[config.mk]
export PLATFORM = sky130hd
export DESIGN_NAME = hah_host_ctrl
export DESIGN_NICKNAME = d
export VERILOG_FILES = /design/src/hdl/hah_pkg.sv /design/src/hdl/hah_hazard_if.sv /design/src/hdl/hah_hazard_timer.sv /design/src/hdl/hah_host_ctrl.sv
export SDC_FILE = /design/constraint.sdc
export NUM_CORES = 1
export LEC_CHECK = 0
export BUFFER_PORTS_ARGS = -buffer_cell sky130_fd_sc_hd__buf_2
export CORE_AREA = 10 10 106 108
export CTS_BUF_LIST = sky130_fd_sc_hd__clkbuf_4
export CTS_CLUSTER_SIZE = 30
export DETAILED_ROUTE_END_ITERATION = 8
export DIE_AREA = 0 0 116 118
export GPL_TIMING_DRIVEN = 1
export HOLD_SLACK_MARGIN = 0.1
export PLACE_DENSITY_LB_ADDON = 0.05
export SLEW_MARGIN = 40
export SYNTH_ARGS = -nofsm -noshare
export SYNTH_HDL_FRONTEND = slang
export SYNTH_SLANG_ARGS = --single-unit
[constraint.sdc]
create_clock -name clock -period 9.35 [get_ports clock]
set_input_delay 2.3375 -clock clock [delete_from_list [all_inputs] [get_ports clock]]
set_output_delay 2.3375 -clock clock [all_outputs]
set_load 0.02 [all_outputs]
[src/hdl/hah_pkg.sv]
// constants and types for the host access hazard controller
package hah_pkg;

	localparam int CLK_PERIOD_NS = 100;
	localparam int ADDR_W = 7;
	localparam int DATA_W = 16;
	localparam int CNT_W = 4;
	localparam int ACCESS_CYC = 3;

	// word addresses (A[7:1]) of the device resources that matter here
	localparam logic [6:0] ADDR_RX_DATA_FIFO = 7'h00;
	localparam logic [6:0] ADDR_TX_DATA_FIFO = 7'h10;
	localparam logic [6:0] ADDR_RX_STS_FIFO = 7'h20;
	localparam logic [6:0] ADDR_TX_STS_FIFO = 7'h24;
	localparam logic [6:0] ADDR_CHIP_IDENTITY = 7'h28;
	localparam logic [6:0] ADDR_IRQ_CONFIG = 7'h2a;
	localparam logic [6:0] ADDR_INTERRUPT_STATUS = 7'h2c;
	localparam logic [6:0] ADDR_BYTE_ORDER_TEST = 7'h32;
	localparam logic [6:0] ADDR_RX_FILL_LEVEL = 7'h3e;
	localparam logic [6:0] ADDR_TX_FILL_LEVEL = 7'h40;
	localparam logic [6:0] ADDR_POWER_MGMT_CTRL = 7'h42;
	localparam logic [6:0] ADDR_GENERAL_TIMER_COUNT = 7'h4a;
	localparam logic [6:0] ADDR_FREE_RUN_COUNT = 7'h4e;
	localparam logic [6:0] ADDR_RX_DROP_COUNT = 7'h50;

	// minimum waits in ns
	localparam int WAIT_45_NS = 45;
	localparam int WAIT_90_NS = 90;
	localparam int WAIT_135_NS = 135;
	localparam int WAIT_180_NS = 180;
	localparam int WAIT_315_NS = 315;

	// least times round up, never below one cycle unless zero
	function automatic logic [CNT_W-1:0] nsToCyc(input int ns);
		int c;
		c = (ns + CLK_PERIOD_NS - 1) / CLK_PERIOD_NS;
		return CNT_W'(c);
	endfunction : nsToCyc

	localparam logic [CNT_W-1:0] CYC_45 = nsToCyc(WAIT_45_NS);
	localparam logic [CNT_W-1:0] CYC_90 = nsToCyc(WAIT_90_NS);
	localparam logic [CNT_W-1:0] CYC_135 = nsToCyc(WAIT_135_NS);
	localparam logic [CNT_W-1:0] CYC_180 = nsToCyc(WAIT_180_NS);
	localparam logic [CNT_W-1:0] CYC_315 = nsToCyc(WAIT_315_NS);

	typedef enum logic [3:0] {
		CLS_NONE = 4'h0,
		CLS_45 = 4'h1,
		CLS_90 = 4'h2,
		CLS_135 = 4'h3,
		CLS_TXFILL = 4'h4,
		CLS_RXFILL = 4'h5,
		CLS_180 = 4'h6,
		CLS_315 = 4'h7,
		CLS_DROP = 4'h8
	} hah_cls_t;

	localparam int NCLS = 9;

	// register class of a read target
	function automatic hah_cls_t classOf(input logic [6:0] a, input logic fsel);
		if (fsel)
			return CLS_NONE;
		case (a)
			ADDR_CHIP_IDENTITY, ADDR_BYTE_ORDER_TEST, ADDR_RX_DATA_FIFO,
			ADDR_RX_STS_FIFO, ADDR_TX_STS_FIFO, ADDR_TX_DATA_FIFO: return CLS_NONE;
			ADDR_IRQ_CONFIG, ADDR_GENERAL_TIMER_COUNT: return CLS_135;
			ADDR_INTERRUPT_STATUS: return CLS_90;
			ADDR_TX_FILL_LEVEL: return CLS_TXFILL;
			ADDR_RX_FILL_LEVEL: return CLS_RXFILL;
			ADDR_FREE_RUN_COUNT: return CLS_180;
			ADDR_POWER_MGMT_CTRL: return CLS_315;
			ADDR_RX_DROP_COUNT: return CLS_DROP;
			default: return CLS_45;
		endcase
	endfunction : classOf

	// wait after any write, per class
	function automatic logic [CNT_W-1:0] writeWait(input int c);
		case (c)
			int'(CLS_45): return CYC_45;
			int'(CLS_90): return CYC_90;
			int'(CLS_135), int'(CLS_TXFILL): return CYC_135;
			int'(CLS_180): return CYC_180;
			int'(CLS_315): return CYC_315;
			default: return '0;
		endcase
	endfunction : writeWait

	typedef enum logic [2:0] {
		ST_IDLE = 3'b001,
		ST_ACCESS = 3'b010,
		ST_RECOVER = 3'b100
	} hah_state_t;

endpackage : hah_pkg

[src/hdl/hah_hazard_if.sv]
// carrier between the pin sequencer and the hazard timers
`timescale 1ns/100ps
`default_nettype none
interface hah_hazard_if;
	import hah_pkg::*;
	logic ldWrite;
	logic ldRxPop;
	logic ldTxStsPop;
	logic ldDrop;
	hah_cls_t queryCls;
	logic busy;
	modport seq (output ldWrite, output ldRxPop, output ldTxStsPop, output ldDrop,
		output queryCls, input busy);
	modport tmr (input ldWrite, input ldRxPop, input ldTxStsPop, input ldDrop,
		input queryCls, output busy);
endinterface : hah_hazard_if
`default_nettype wire

[src/hdl/hah_hazard_timer.sv]
// per-class countdowns of the remaining read hazard
`timescale 1ns/100ps
`default_nettype none
module hah_hazard_timer (
	input wire logic clock,
	input wire logic srst,
	hah_hazard_if.tmr hz
);
	import hah_pkg::*;

	logic [CNT_W-1:0] cnt_q [NCLS];
	logic [CNT_W-1:0] cnt_d [NCLS];

	always_comb
	begin
		for (int c = 0; c < NCLS; c++)
		begin
			cnt_d[c] = (cnt_q[c] != '0) ? cnt_q[c] - 1'b1 : '0;
			// loads take the larger of old and new so no hazard is shortened
			if (hz.ldWrite && writeWait(c) > cnt_d[c])
				cnt_d[c] = writeWait(c);
		end
		if (hz.ldRxPop && CYC_135 > cnt_d[CLS_RXFILL])
			cnt_d[CLS_RXFILL] = CYC_135;
		if (hz.ldTxStsPop && CYC_135 > cnt_d[CLS_TXFILL])
			cnt_d[CLS_TXFILL] = CYC_135;
		if (hz.ldDrop)
			cnt_d[CLS_DROP] = CYC_180;
	end

	always_ff @(posedge clock)
	begin
		for (int c = 0; c < NCLS; c++)
			cnt_q[c] <= srst ? '0 : cnt_d[c];
	end

	// elapsed time is counted directly, so no spacer reads are needed
	assign hz.busy = cnt_q[hz.queryCls] != '0;
endmodule : hah_hazard_timer
`default_nettype wire

[src/hdl/hah_host_ctrl.sv]
// host-side controller driving the device's 16-bit strobe port
//
// Functional notes
// - four read kinds: register, burst, rx fifo direct, rx fifo direct burst.
// - two write kinds: register writes and tx data fifo writes.
// - after a write, next read waits the target register's own minimum.
// - irq config, tx fill and timer count need 135 ns after writes.
// - interrupt status 90 ns, free-run 180 ns, power mgmt 315 ns.
// - other config registers 45 ns; identity, test, rx fill, drop none.
// - spacer byte-test reads may fill a gap; counts assume 45 ns.
// - slower hosts need fewer spacers; only elapsed time matters.
// - after rx data or status pop, wait 135 ns before rx fill.
// - after tx status pop, wait 135 ns before tx fill.
// - two rx drop count reads at least 180 ns apart.
// - read runs while select and read strobe both low.
`timescale 1ns/100ps
`default_nettype none
module hah_host_ctrl (
	input wire logic clock,
	input wire logic srst,
	input wire logic cmdValid,
	output logic cmdReady,
	input wire logic cmdWrite,
	input wire logic cmdFifoSel,
	input wire logic [hah_pkg::ADDR_W-1:0] cmdAddr,
	input wire logic [hah_pkg::DATA_W-1:0] cmdData,
	output logic rspValid,
	output logic [hah_pkg::DATA_W-1:0] rspData,
	output logic chipSelectN,
	output logic readStrobeN,
	output logic writeStrobeN,
	output logic fifoSel,
	output logic [hah_pkg::ADDR_W-1:0] addrOut,
	output logic [hah_pkg::DATA_W-1:0] dataOut,
	output logic dataOe,
	input wire logic [hah_pkg::DATA_W-1:0] dataIn
);
	import hah_pkg::*;

	hah_state_t state_q;
	hah_state_t state_d;
	logic [1:0] accCnt_q;
	logic isWrite_q;
	logic [DATA_W-1:0] dataInS1_q;
	logic [DATA_W-1:0] dataInS2_q;
	logic [CNT_W-1:0] sinceWr_q;
	logic rspValid_q;
	logic [DATA_W-1:0] rspData_q;

	hah_hazard_if hz ();

	hah_hazard_timer u_timer (
		.clock(clock),
		.srst(srst),
		.hz(hz.tmr)
	);

	////////////////////////////////////////////////////////////////////////////
	// decode

	wire logic accLast = state_q == ST_ACCESS && accCnt_q == 2'(ACCESS_CYC - 1);
	wire logic isRxPop = fifoSel || addrOut == ADDR_RX_DATA_FIFO
		|| addrOut == ADDR_RX_STS_FIFO;
	wire logic accept = cmdValid && cmdReady;

	assign hz.queryCls = cmdWrite ? CLS_NONE : classOf(cmdAddr, cmdFifoSel);
	// reads stall while their class still has hazard time left
	assign cmdReady = state_q == ST_IDLE && !hz.busy;
	assign hz.ldWrite = accLast && isWrite_q;
	assign hz.ldRxPop = accLast && !isWrite_q && isRxPop;
	assign hz.ldTxStsPop = accLast && !isWrite_q && !fifoSel
		&& addrOut == ADDR_TX_STS_FIFO;
	assign hz.ldDrop = accLast && !isWrite_q && !fifoSel
		&& addrOut == ADDR_RX_DROP_COUNT;
	assign rspValid = rspValid_q;
	assign rspData = rspData_q;

	always_comb
	begin
		state_d = state_q;
		unique case (state_q)
			ST_IDLE: if (accept) state_d = ST_ACCESS;
			ST_ACCESS: if (accLast) state_d = ST_RECOVER;
			ST_RECOVER: state_d = ST_IDLE;
			default: state_d = ST_IDLE;
		endcase
	end

	////////////////////////////////////////////////////////////////////////////
	// sequencer

	always_ff @(posedge clock)
	begin
		if (srst)
			state_q <= ST_IDLE;
		else
			state_q <= state_d;
	end

	always_ff @(posedge clock)
	begin
		if (srst || state_q != ST_ACCESS)
			accCnt_q <= '0;
		else
			accCnt_q <= accCnt_q + 2'h1;
	end

	// address and data launch with the strobes; held through recovery
	always_ff @(posedge clock)
	begin
		if (srst)
		begin
			addrOut <= '0;
			fifoSel <= 1'b0;
			dataOut <= '0;
			isWrite_q <= 1'b0;
		end
		else if (accept)
		begin
			addrOut <= cmdAddr;
			fifoSel <= cmdFifoSel;
			dataOut <= cmdData;
			isWrite_q <= cmdWrite;
		end
	end

	// select plus one strobe, released together so one edge ends the cycle
	always_ff @(posedge clock)
	begin
		if (srst)
		begin
			chipSelectN <= 1'b1;
			readStrobeN <= 1'b1;
			writeStrobeN <= 1'b1;
		end
		else
		begin
			chipSelectN <= !(state_d == ST_ACCESS);
			readStrobeN <= !(state_d == ST_ACCESS && !(accept ? cmdWrite : isWrite_q));
			writeStrobeN <= !(state_d == ST_ACCESS && (accept ? cmdWrite : isWrite_q));
		end
	end

	always_ff @(posedge clock)
	begin
		if (srst)
			dataOe <= 1'b0;
		else
			dataOe <= state_d != ST_IDLE && (accept ? cmdWrite : isWrite_q);
	end

	////////////////////////////////////////////////////////////////////////////
	// read data capture

	// bus holds steady while strobed, so the synchroniser settles in time
	always_ff @(posedge clock)
	begin
		dataInS1_q <= dataIn;
		dataInS2_q <= dataInS1_q;
	end

	always_ff @(posedge clock)
	begin
		if (srst)
		begin
			rspValid_q <= 1'b0;
			rspData_q <= '0;
		end
		else
		begin
			rspValid_q <= accLast && !isWrite_q;
			if (accLast && !isWrite_q)
				rspData_q <= dataInS2_q;
		end
	end

	////////////////////////////////////////////////////////////////////////////
	// checks

	always_ff @(posedge clock)
	begin
		if (srst)
			sinceWr_q <= '1;
		else if (hz.ldWrite)
			sinceWr_q <= '0;
		else if (sinceWr_q != '1)
			sinceWr_q <= sinceWr_q + 1'b1;
	end
endmodule : hah_host_ctrl
`default_nettype wire

==> out/results.ini, run 1 <==
[yosys]
yosys.cell_types.count = 55
synth_area_leaders = dfxtp_1 54%, a21oi_1 6.6%, nand2_1 5.2%
synth_edf_count = 0
synth_nets = 521
synthFlopType = dfxtp_1
synth.area.mux_share_pct = 1.75
synth-compound-area-share_pct = 17.5
yosys.area_share.adder_pct = 0.508
synth_xor_area_share_pct = 0.395
synth_area_leader_cell = dfxtp_1
synth_top_family_by_area = simple AND/OR/NAND/NOR gates
async_reset_ff_share_pct = 0
syn-instance-count = 476
netlist_area_um2 = 4430
synth_simple_gate_area_share_pct = 23.2
yosysTopAreaCellShare_pct = 53.8
synth_seq_cells = 119
avgSynthCellArea_um2 = 9.31
seq_area_frac_synth_pct = 53.8
yosysWarnings = 0

[clock_tree]
clock_path_buffers = 2
cts_num_sinks = 119
postCtsHoldBufs = 0
cts-root-buf = clkbuf_4
clkLatencyLatePin_ns = 0.49
cts_setup_buffers = 0
cts-resized-gates = 0
cts_tree = done
cts_buffers = 17
cts.clk_slew.worst_paths_ns = 0.10
htree_num_levels = 4

[layout]
register_area_um2 = 2380
multi_input_area_um2 = 1920
fin_area_um2 = 5240
fill_cells = 840
syn2layout_area_growth_pct = 18.4
fin_nets = 608
drive_gt1_share_pct = 25.2
num_antenna_cells = 0

[setup_path]
start_kind = primary input
cp.arrival_ns = 4.79
critPathMaxFanout = 45
worstPathRequired_ns = 7.01
end_kind = primary output
crit_type = in -> out

[drt]
first_iter_violations = 223
drc = 0
avgRoutedWirePerCell_um = 15.0
via_per_inst = 5.38
totalWireLength_um = 10300
firstDrtPassIters = 4
drtAntennaViolNets = 0
vias = 3695

[place]
place_congestion = 0.840
port-buffer-count = 89
dpl-instance-area_um2 = 4920
dpl.hpwl_um = 7070

[sta]
tns_ns = 0
relSlewSlack_pct = 52.5
fin_crit_sh_pct = 76.2
max_freq_mhz = 140
min_period_ns = 7.13
slew_violations = 0
hold_violations = 0
finClkSkew_ns = 0.0195
tightest_slew_ns = 0.712
setup_violations = 0
rsz0062_at_grt = no

[status]
status = complete, no violations

[grt]
grt_pass1_vias = 3509
grt_start_max_net_pins = 67
antenna_found_initial = 1
grt_pass1_wl_um = 17100
overflow = 0
grtUsageTotal_pct = 15.4

[floorplanning]
die_w_um = 116
rows = 35
die_h_um = 118
start_util_pct = 48.6
io_pins = 90
core_area_um2 = 9110
fp.dieArea_um2 = 13700

[power_and_ir_drop]
leakage_nw = 2.16
pwr_density_cell_nw_per_um2 = 194
peakVddDrop_mv = 0.145

[worst_hold_path]
hold_path.class = reg -> reg

[run]
cap_violations = 0

==> final cells by class <==
cell class | instances | area share, %
inverter | 2 | 0.143
sequential | 119 | 45.4
timing repair buffer | 93 | 9.07
clock inverter | 15 | 3.65
multi-input combinational | 330 | 36.6
tap | 111 | 2.65
clock buffer | 17 | 2.43
==> state kept, by name (all words and copies together), names as in the netlist, 2 cells and up <==
signal,count
dataInS1_q,16
accCnt_q,2
u_timer.cnt_q,36
rspData,16
dataInS2_q,16
dataOut,16
addrOut,7
state_q,3
==> power breakdown <==
part	internal (mW)	switching (mW)	total (mW)
combinational	0.0291	0.0500	0.0791
sequential	0.524	0.00753	0.531
clock	0.192	0.215	0.407
total	0.745	0.272	1.02
==> logic make-up after synthesis <==
logic type,count (synthesis)
AOI/OAI and AO/OA,130
buffers and inverters,27
and+or+nand+nor,189
adders and majority gates,2
xor gates and xnor gates,2
DFF,119
muxes,7
==> metrics by stage <==
| step | setup WS [ns] | util (%) | power, mW | hold slack [ns] | instances |
|---|---|---|---|---|---|
| floorplan | 2.77 | - | 0.593 | 0.310 | 476 |
| global placement | 2.33 | 54.1 | 0.621 | 0.310 | 655 |
| detailed placement | 2.30 | 54.1 | 0.623 | 0.312 | 655 |
| CTS | 2.26 | 57.6 | 1.03 | 0.340 | 687 |
| global route | 1.97 | 57.6 | 1.06 | 0.344 | 687 |
| finish | 2.22 | 57.6 | 1.02 | 0.338 | 687 |
==> critical path, cell delays in order <==
cell,delay [ns]
buf_2,0.21
or3b_1,0.39
a2111oi_0,0.40
a31oi_1,0.15
a31oi_4,0.24
mux2_4,0.33
nor3_4,0.10
buf_4,0.36
nor2_1,0.09
buf_2,0.17
==> metal layers <==
metal / track usage, % / part of all wire (%) / vias up
met5: 0 / 0.097 / -
met4: 5.56 / 0.93 / 2
met3: 4.84 / 5.9 / 12
met2: 23.9 / 47 / 87
met1: 19.4 / 46 / 1703
li1: - / - / 1891
==> Yosys cell counts (3+ instances only) <==
master and n:
or3_1 3, o21ai_0 37, buf_2 6, or3b_2 5, or3b_1 18, a31oi_1 3
o311a_1 6, nor3b_1 5, nand4_1 3, nor4_1 5, mux2i_1 4, clkbuf_1 14
nor3_1 20, nand3b_1 6, a21oi_1 58, nand3_1 5, o21ai_1 6, dfxtp_1 119
nand2b_1 3, nor2_1 35, or2_2 4, a211oi_1 4, nand2_1 61, o31ai_1 3
==> cells in the final DEF, fill, tap and decap left out, types with 4 or more instances in the layout <==
cell type  synthesis  layout
nor3b_1            5       5
o311a_1            6       6
a211oi_1           4       4
nand3b_1           6       6
or2_2              4       4
buf_4              2       4
mux2i_1            4       4
nor2_1            35      35
or3b_2             5       5
clkbuf_4           0      17
o21ai_1            6       6
or3b_1            18      18
buf_2              6      89
o21ai_0           37      37
a21oi_1           58      58
nand2_1           61      61
nor3_1            20      20
nand3_1            5       5
dfxtp_1          119     119
inv_6              0       5
nor4_1             5       5
==> path summary, 6_finish.rpt <==
check / start / end / slack (ns) / depth (start not counted)
setup / recovery: cmdAddr[4] / cmdReady / 2.22 / 10
hold / removal: dataInS1_q[4]$_DFF_P_ / dataInS2_q[4]$_DFF_P_ / 0.34 / 0
setup reg to reg: state_q[1]$_SDFF_PP0_ / u_timer.cnt_q[8][3]$_SDFF_PP0_ / 6.89 / 7
hold reg to reg: dataInS1_q[4]$_DFF_P_ / dataInS2_q[4]$_DFF_P_ / 0.34 / 0
(Power assumes the default switching activity.)
==> run 2: changes to the inputs <==
==> constraint.sdc (replaced) <==
create_clock -name clock -period 6.4 [get_ports clock]
set_input_delay 1.6 -clock clock [delete_from_list [all_inputs] [get_ports clock]]
set_output_delay 1.6 -clock clock [all_outputs]
set_load 0.02 [all_outputs]
==> out/results.ini, run 2 (synthesis gave the netlist of run 1 again) <==
[sta]
tns_ns = 0
min_period_ns = 5.34
tightest_slew_ns = 0.721
hold_violations = 0
fin_crit_sh_pct = 83.4
setup_violations = 0
slew_violations = 0
relSlewSlack_pct = 51.9
worst_slack_ns = 1.06
finClkSkew_ns = 0.0248
rsz0062_at_grt = no
max_freq_mhz = 187
fin_hold_ws_ns = 0.340

[drt]
drc = 0
first_iter_violations = 180
firstDrtPassIters = 4
vias = 3658
avgRoutedWirePerCell_um = 15.0
drtAntennaViolNets = 0
totalWireLength_um = 10300
via_per_inst = 5.32

[clock_tree]
cts_num_sinks = 119
postCtsHoldBufs = 0
cts.clk_slew.worst_paths_ns = 0.12
cts_setup_buffers = 0
cts-root-buf = clkbuf_4
cts_tree = done
cts-resized-gates = 0
clock_path_buffers = 2
clkLatencyLatePin_ns = 0.52
cts_buffers = 17
htree_num_levels = 4

[grt]
overflow = 0
antenna_found_initial = 1
grt_start_max_net_pins = 67
grt_pass1_vias = 3532
grtUsageTotal_pct = 15.6
grt_pass1_wl_um = 17100

[layout]
regMostFlops = u_timer.cnt_q
drive_gt1_share_pct = 25.2
syn2layout_area_growth_pct = 18.1
fill_cells = 866
multi_input_area_um2 = 1920
largest_reg_flops = 36
final_cell_mix = 119 x dfxtp_1, 89 x buf_2, 61 x nand2_1, 58 x a21oi_1, 37 x o21ai_0
register_area_um2 = 2380
fin_nets = 608
mostFrequentLayoutCell = dfxtp_1
num_antenna_cells = 0

[floorplanning]
die_w_um = 116
rows = 35
core_area_um2 = 9110
die_h_um = 118
fp.dieArea_um2 = 13700
start_util_pct = 48.6
io_pins = 90

[setup_path]
crit_type = in -> out
cp-startpoint = cmdAddr[4]
cp-endpoint = cmdReady
r2r-start = state_q[1]$_SDFF_PP0_
reg2reg_to = u_timer.cnt_q[8][0]$_SDFF_PP0_
start_kind = primary input
critPathMaxFanout = 12
worstPathRequired_ns = 4.80
reg2reg_depth = 7
end_kind = primary output
ff2ff_setup_slack_ns = 3.95
cp.arrival_ns = 3.74

[power_and_ir_drop]
power_frac_seq_pct = 53.5
p_int_mw = 1.03
swShare_pct = 29.4
pwr-share-clk_pct = 38.6
leakage_nw = 2.15
pwr_density_cell_nw_per_um2 = 278
peakVddDrop_mv = 0.162
p_sw_mw = 0.427
p_comb_share_pct = 7.9

[place]
dp_slack_ns = 1.08
dpl.hpwl_um = 7020
port-buffer-count = 89
place_congestion = 0.803

[worst_hold_path]
hold_path.class = reg -> reg

[status]
status = complete, no violations

[run]
cap_violations = 0

==> run 2: routing by layer <==
layer | global-route usage (%) | up-vias | wire length (um)
met5 | 0 | - | 18
met1 | 18.8 | 1658 | 4700
met4 | 5.63 | 2 | 133
li1 | - | 1894 | -
met2 | 24.4 | 89 | 4790
met3 | 5.96 | 15 | 686
==> run 2: critical path, stage by stage <==
cell and delay [ns]:
buf_2 0.21, or3b_1 0.39, a2111oi_0 0.44, a31oi_1 0.16, a31oi_4 0.25, mux2_4 0.33
nor3_4 0.12, nor2_1 0.06, buf_2 0.16
==> run 2: how the worst min path moves through the flow <==
stage	from	end	slack (ns)	cells after the start
after floorplan	dataInS1_q[0]$_DFF_P_	dataInS2_q[0]$_DFF_P_	0.31	0
after global placement	dataInS1_q[7]$_DFF_P_	dataInS2_q[7]$_DFF_P_	0.31	0
after detailed placement	dataInS1_q[10]$_DFF_P_	dataInS2_q[10]$_DFF_P_	0.31	0
after CTS	dataInS1_q[3]$_DFF_P_	dataInS2_q[3]$_DFF_P_	0.34	0
after global routing	dataInS1_q[3]$_DFF_P_	dataInS2_q[3]$_DFF_P_	0.34	0
final	dataInS1_q[1]$_DFF_P_	dataInS2_q[1]$_DFF_P_	0.34	0
==> run 2: power by group through the flow <==
stage	Sequential (mW)	Combinational [mW]	Clock, mW
finish	0.776	0.115	0.560
global route	0.780	0.127	0.614
CTS	0.777	0.118	0.582
detailed placement	0.793	0.117	0
global placement	0.792	0.116	0
floorplan	0.806	0.0612	0
==> run 2: layout make-up <==
class                   instances  area share, %
flip-flops and latches        119           45.5
clock buffers                  17           2.44
clock inverters                15           3.42
well taps                     111           2.65
multi-input cells             330           36.7
inverters                       2          0.144
repair buffers                 93           9.09
==> run 2: stage by stage <==
stage	total power, mW	area, um2	util (%)	instances
after floorplan	0.867	4430	-	476
after global placement	0.908	4920	54.1	655
after detailed placement	0.910	4920	54.1	655
after CTS	1.48	5230	57.4	687
after global routing	1.52	5230	57.4	687
final	1.45	5230	57.4	687
==> run 3: changes to the inputs <==
--- a/config.mk
+++ b/config.mk
@@ -5,12 +5,13 @@
 export SDC_FILE = /design/constraint.sdc
 export NUM_CORES = 1
 export LEC_CHECK = 0
+export ABC_AREA = 1
 export BUFFER_PORTS_ARGS = -buffer_cell sky130_fd_sc_hd__buf_2
-export CORE_AREA = 10 10 106 108
+export CORE_AREA = 10 10 104 106
 export CTS_BUF_LIST = sky130_fd_sc_hd__clkbuf_4
 export CTS_CLUSTER_SIZE = 30
 export DETAILED_ROUTE_END_ITERATION = 8
-export DIE_AREA = 0 0 116 118
+export DIE_AREA = 0 0 114 116
 export GPL_TIMING_DRIVEN = 1
 export HOLD_SLACK_MARGIN = 0.1
 export PLACE_DENSITY_LB_ADDON = 0.05
==> constraint.sdc (replaced) <==
create_clock -name clock -period 5.2 [get_ports clock]
set_input_delay 1.3 -clock clock [delete_from_list [all_inputs] [get_ports clock]]
set_output_delay 1.3 -clock clock [all_outputs]
set_load 0.02 [all_outputs]
==> out/results.ini, run 3 <==
[status]
status = complete, no violations

[sta]
fin_crit_sh_pct = 80.1
rsz0062_at_grt = no
relSlewSlack_pct = 47.9
tns_ns = 0
setup_violations = 0
min_period_ns = 4.17
tightest_slew_ns = 0.781
hold_violations = 0
max_freq_mhz = 240
slew_violations = 0
finClkSkew_ns = 0.0183

[floorplanning]
die_h_um = 116
rows = 34
die_w_um = 114
fp.dieArea_um2 = 13200
io_pins = 90
core_area_um2 = 8680
start_util_pct = 49.7

[clock_tree]
cts-resized-gates = 0
cts_num_sinks = 119
clock_path_buffers = 2
cts-root-buf = clkbuf_4
cts.clk_slew.worst_paths_ns = 0.13
cts_tree = done
cts_setup_buffers = 0
htree_num_levels = 4
postCtsHoldBufs = 0
clkLatencyLatePin_ns = 0.51
cts_buffers = 17

[grt]
antenna_found_initial = 0
grt_pass1_wl_um = 15900
overflow = 0
grt_start_max_net_pins = 51
grt_pass1_vias = 3518
grtUsageTotal_pct = 14.8

[setup_path]
cp.arrival_ns = 2.87
cp-startpoint = cmdAddr[2]
reg2reg_to = u_timer.cnt_q[4][0]$_SDFF_PP0_
end_kind = primary output
crit_type = in -> out
r2r-start = state_q[2]$_SDFF_PP0_
critPathMaxFanout = 5
start_kind = primary input
ff2ff_setup_slack_ns = 2.70
reg2reg_depth = 11
worstPathRequired_ns = 3.90

[yosys]
yosysWarnings = 0
yosys.area_share.adder_pct = 0.290
yosysTopAreaCellShare_pct = 55.3
synth_edf_count = 0
avgSynthCellArea_um2 = 7.60
synth_area_leaders = dfxtp_1 55%, nor2_1 12%, nand2_1 11%
synth_nets = 612
syn-instance-count = 567
yosys.cell_types.count = 29
synth_top_family_by_area = simple AND/OR/NAND/NOR gates
yosysMostFrequentCell = nor2_1
synth_simple_gate_area_share_pct = 30.8
netlist_area_um2 = 4310
async_reset_ff_share_pct = 0
synth_seq_cells = 119
synth.area.mux_share_pct = 0
synth_commonest_cells = 142 x nor2_1, 122 x nand2_1, 119 x dfxtp_1
synthFlopType = dfxtp_1
synth_area_leader_cell = dfxtp_1
synth_xor_area_share_pct = 0.203
synth-compound-area-share_pct = 6.15
seq_area_frac_synth_pct = 55.3

[layout]
final_cell_mix = 142 x nor2_1, 122 x nand2_1, 119 x dfxtp_1, 89 x buf_2, 60 x inv_1
num_antenna_cells = 0
largest_reg_flops = 36
final_core_util_pct = 59.0
regMostFlops = u_timer.cnt_q
mostFrequentLayoutCell = nor2_1
fin_nets = 709
syn2layout_area_growth_pct = 18.9
drive_gt1_share_pct = 20.1

[worst_hold_path]
hold_path.class = reg -> reg
whs_path_depth = 0
holdPathEnd = dataInS2_q[4]$_DFF_P_
hp-start = dataInS1_q[4]$_DFF_P_

[power_and_ir_drop]
leakage_nw = 2.57
peakVddDrop_mv = 0.234
pwr_density_cell_nw_per_um2 = 447

[drt]
vias = 3740
drtAntennaViolNets = 0
drc = 0
firstDrtPassIters = 4
totalWireLength_um = 9530
via_per_inst = 4.76
first_iter_violations = 167
avgRoutedWirePerCell_um = 12.1

[place]
dpl.hpwl_um = 6990
port-buffer-count = 89
place_congestion = 0.851

[run]
cap_violations = 0

## run 3: final cells by class
class / instances / area, um2
multi-input combinational: 370 / 1610
timing repair buffer: 92 / 468
sequential: 119 / 2380
inverter: 64 / 240
tap: 108 / 135
fill: 802 / 3550
clock buffer: 17 / 128
clock inverter: 15 / 158
## run 3: worst max path at each step
stage	endpoint	cells after the start	slack, ns
final	cmdReady	18	1.03
after global routing	cmdReady	18	0.83
after CTS	cmdReady	18	1.02
after detailed placement	cmdReady	18	1.03
after global placement	cmdReady	18	1.09
after floorplan	cmdReady	16	1.41
## run 3: metal layers
| metal | GRT usage [%] | vias up | part of all wire [%] |
|---|---|---|---|
| li1 | - | 1968 | - |
| met1 | 16.5 | 1683 | 44 |
| met2 | 24.2 | 75 | 47 |
| met3 | 6.72 | 14 | 6.6 |
| met4 | 5.93 | 0 | 1.7 |
| met5 | 0 | - | 0 |
## run 3: worst max-delay path, stage by stage
cell and delay, ns:
buf_2 0.11, inv_1 0.08, nand2_2 0.07, nor2_1 0.18, nand2_1 0.07, nand2_1 0.07, nor2_2 0.04, nand3_1 0.09
nand2_2 0.09, nand2_2 0.10, nand2_1 0.05, nand2_1 0.06, nand2_1 0.05, nand3_1 0.09, nand3_2 0.13, nand2_1 0.09
inv_1 0.03, buf_2 0.15
## run 3: kinds of logic after synthesis
group | Yosys count
simple gates | 319
flops | 119
buf+inv | 78
compound gates | 49
xor+xnor | 1
fa+ha+maj | 1
## run 3: per-stage QoR
stage / instance area [um2] / hold WS [ns] / worst slack (ns) / power [mW] / cells
after CTS: 5120 / 0.328 / 1.02 / 2.32 / 785
after detailed placement: 4840 / 0.312 / 1.03 / 1.66 / 753
after global routing: 5120 / 0.327 / 0.833 / 2.44 / 785
after global placement: 4840 / 0.310 / 1.09 / 1.64 / 753
final: 5120 / 0.328 / 1.03 / 2.29 / 785
after floorplan: 4310 / 0.310 / 1.41 / 1.50 / 567
## run 3: report_power, final
part | internal [mW] | switching [mW] | total, mW
Clock | 0.260 | 0.398 | 0.658
Combinational | 0.180 | 0.385 | 0.565
Sequential | 1.02 | 0.0500 | 1.07
Total | 1.46 | 0.834 | 2.29
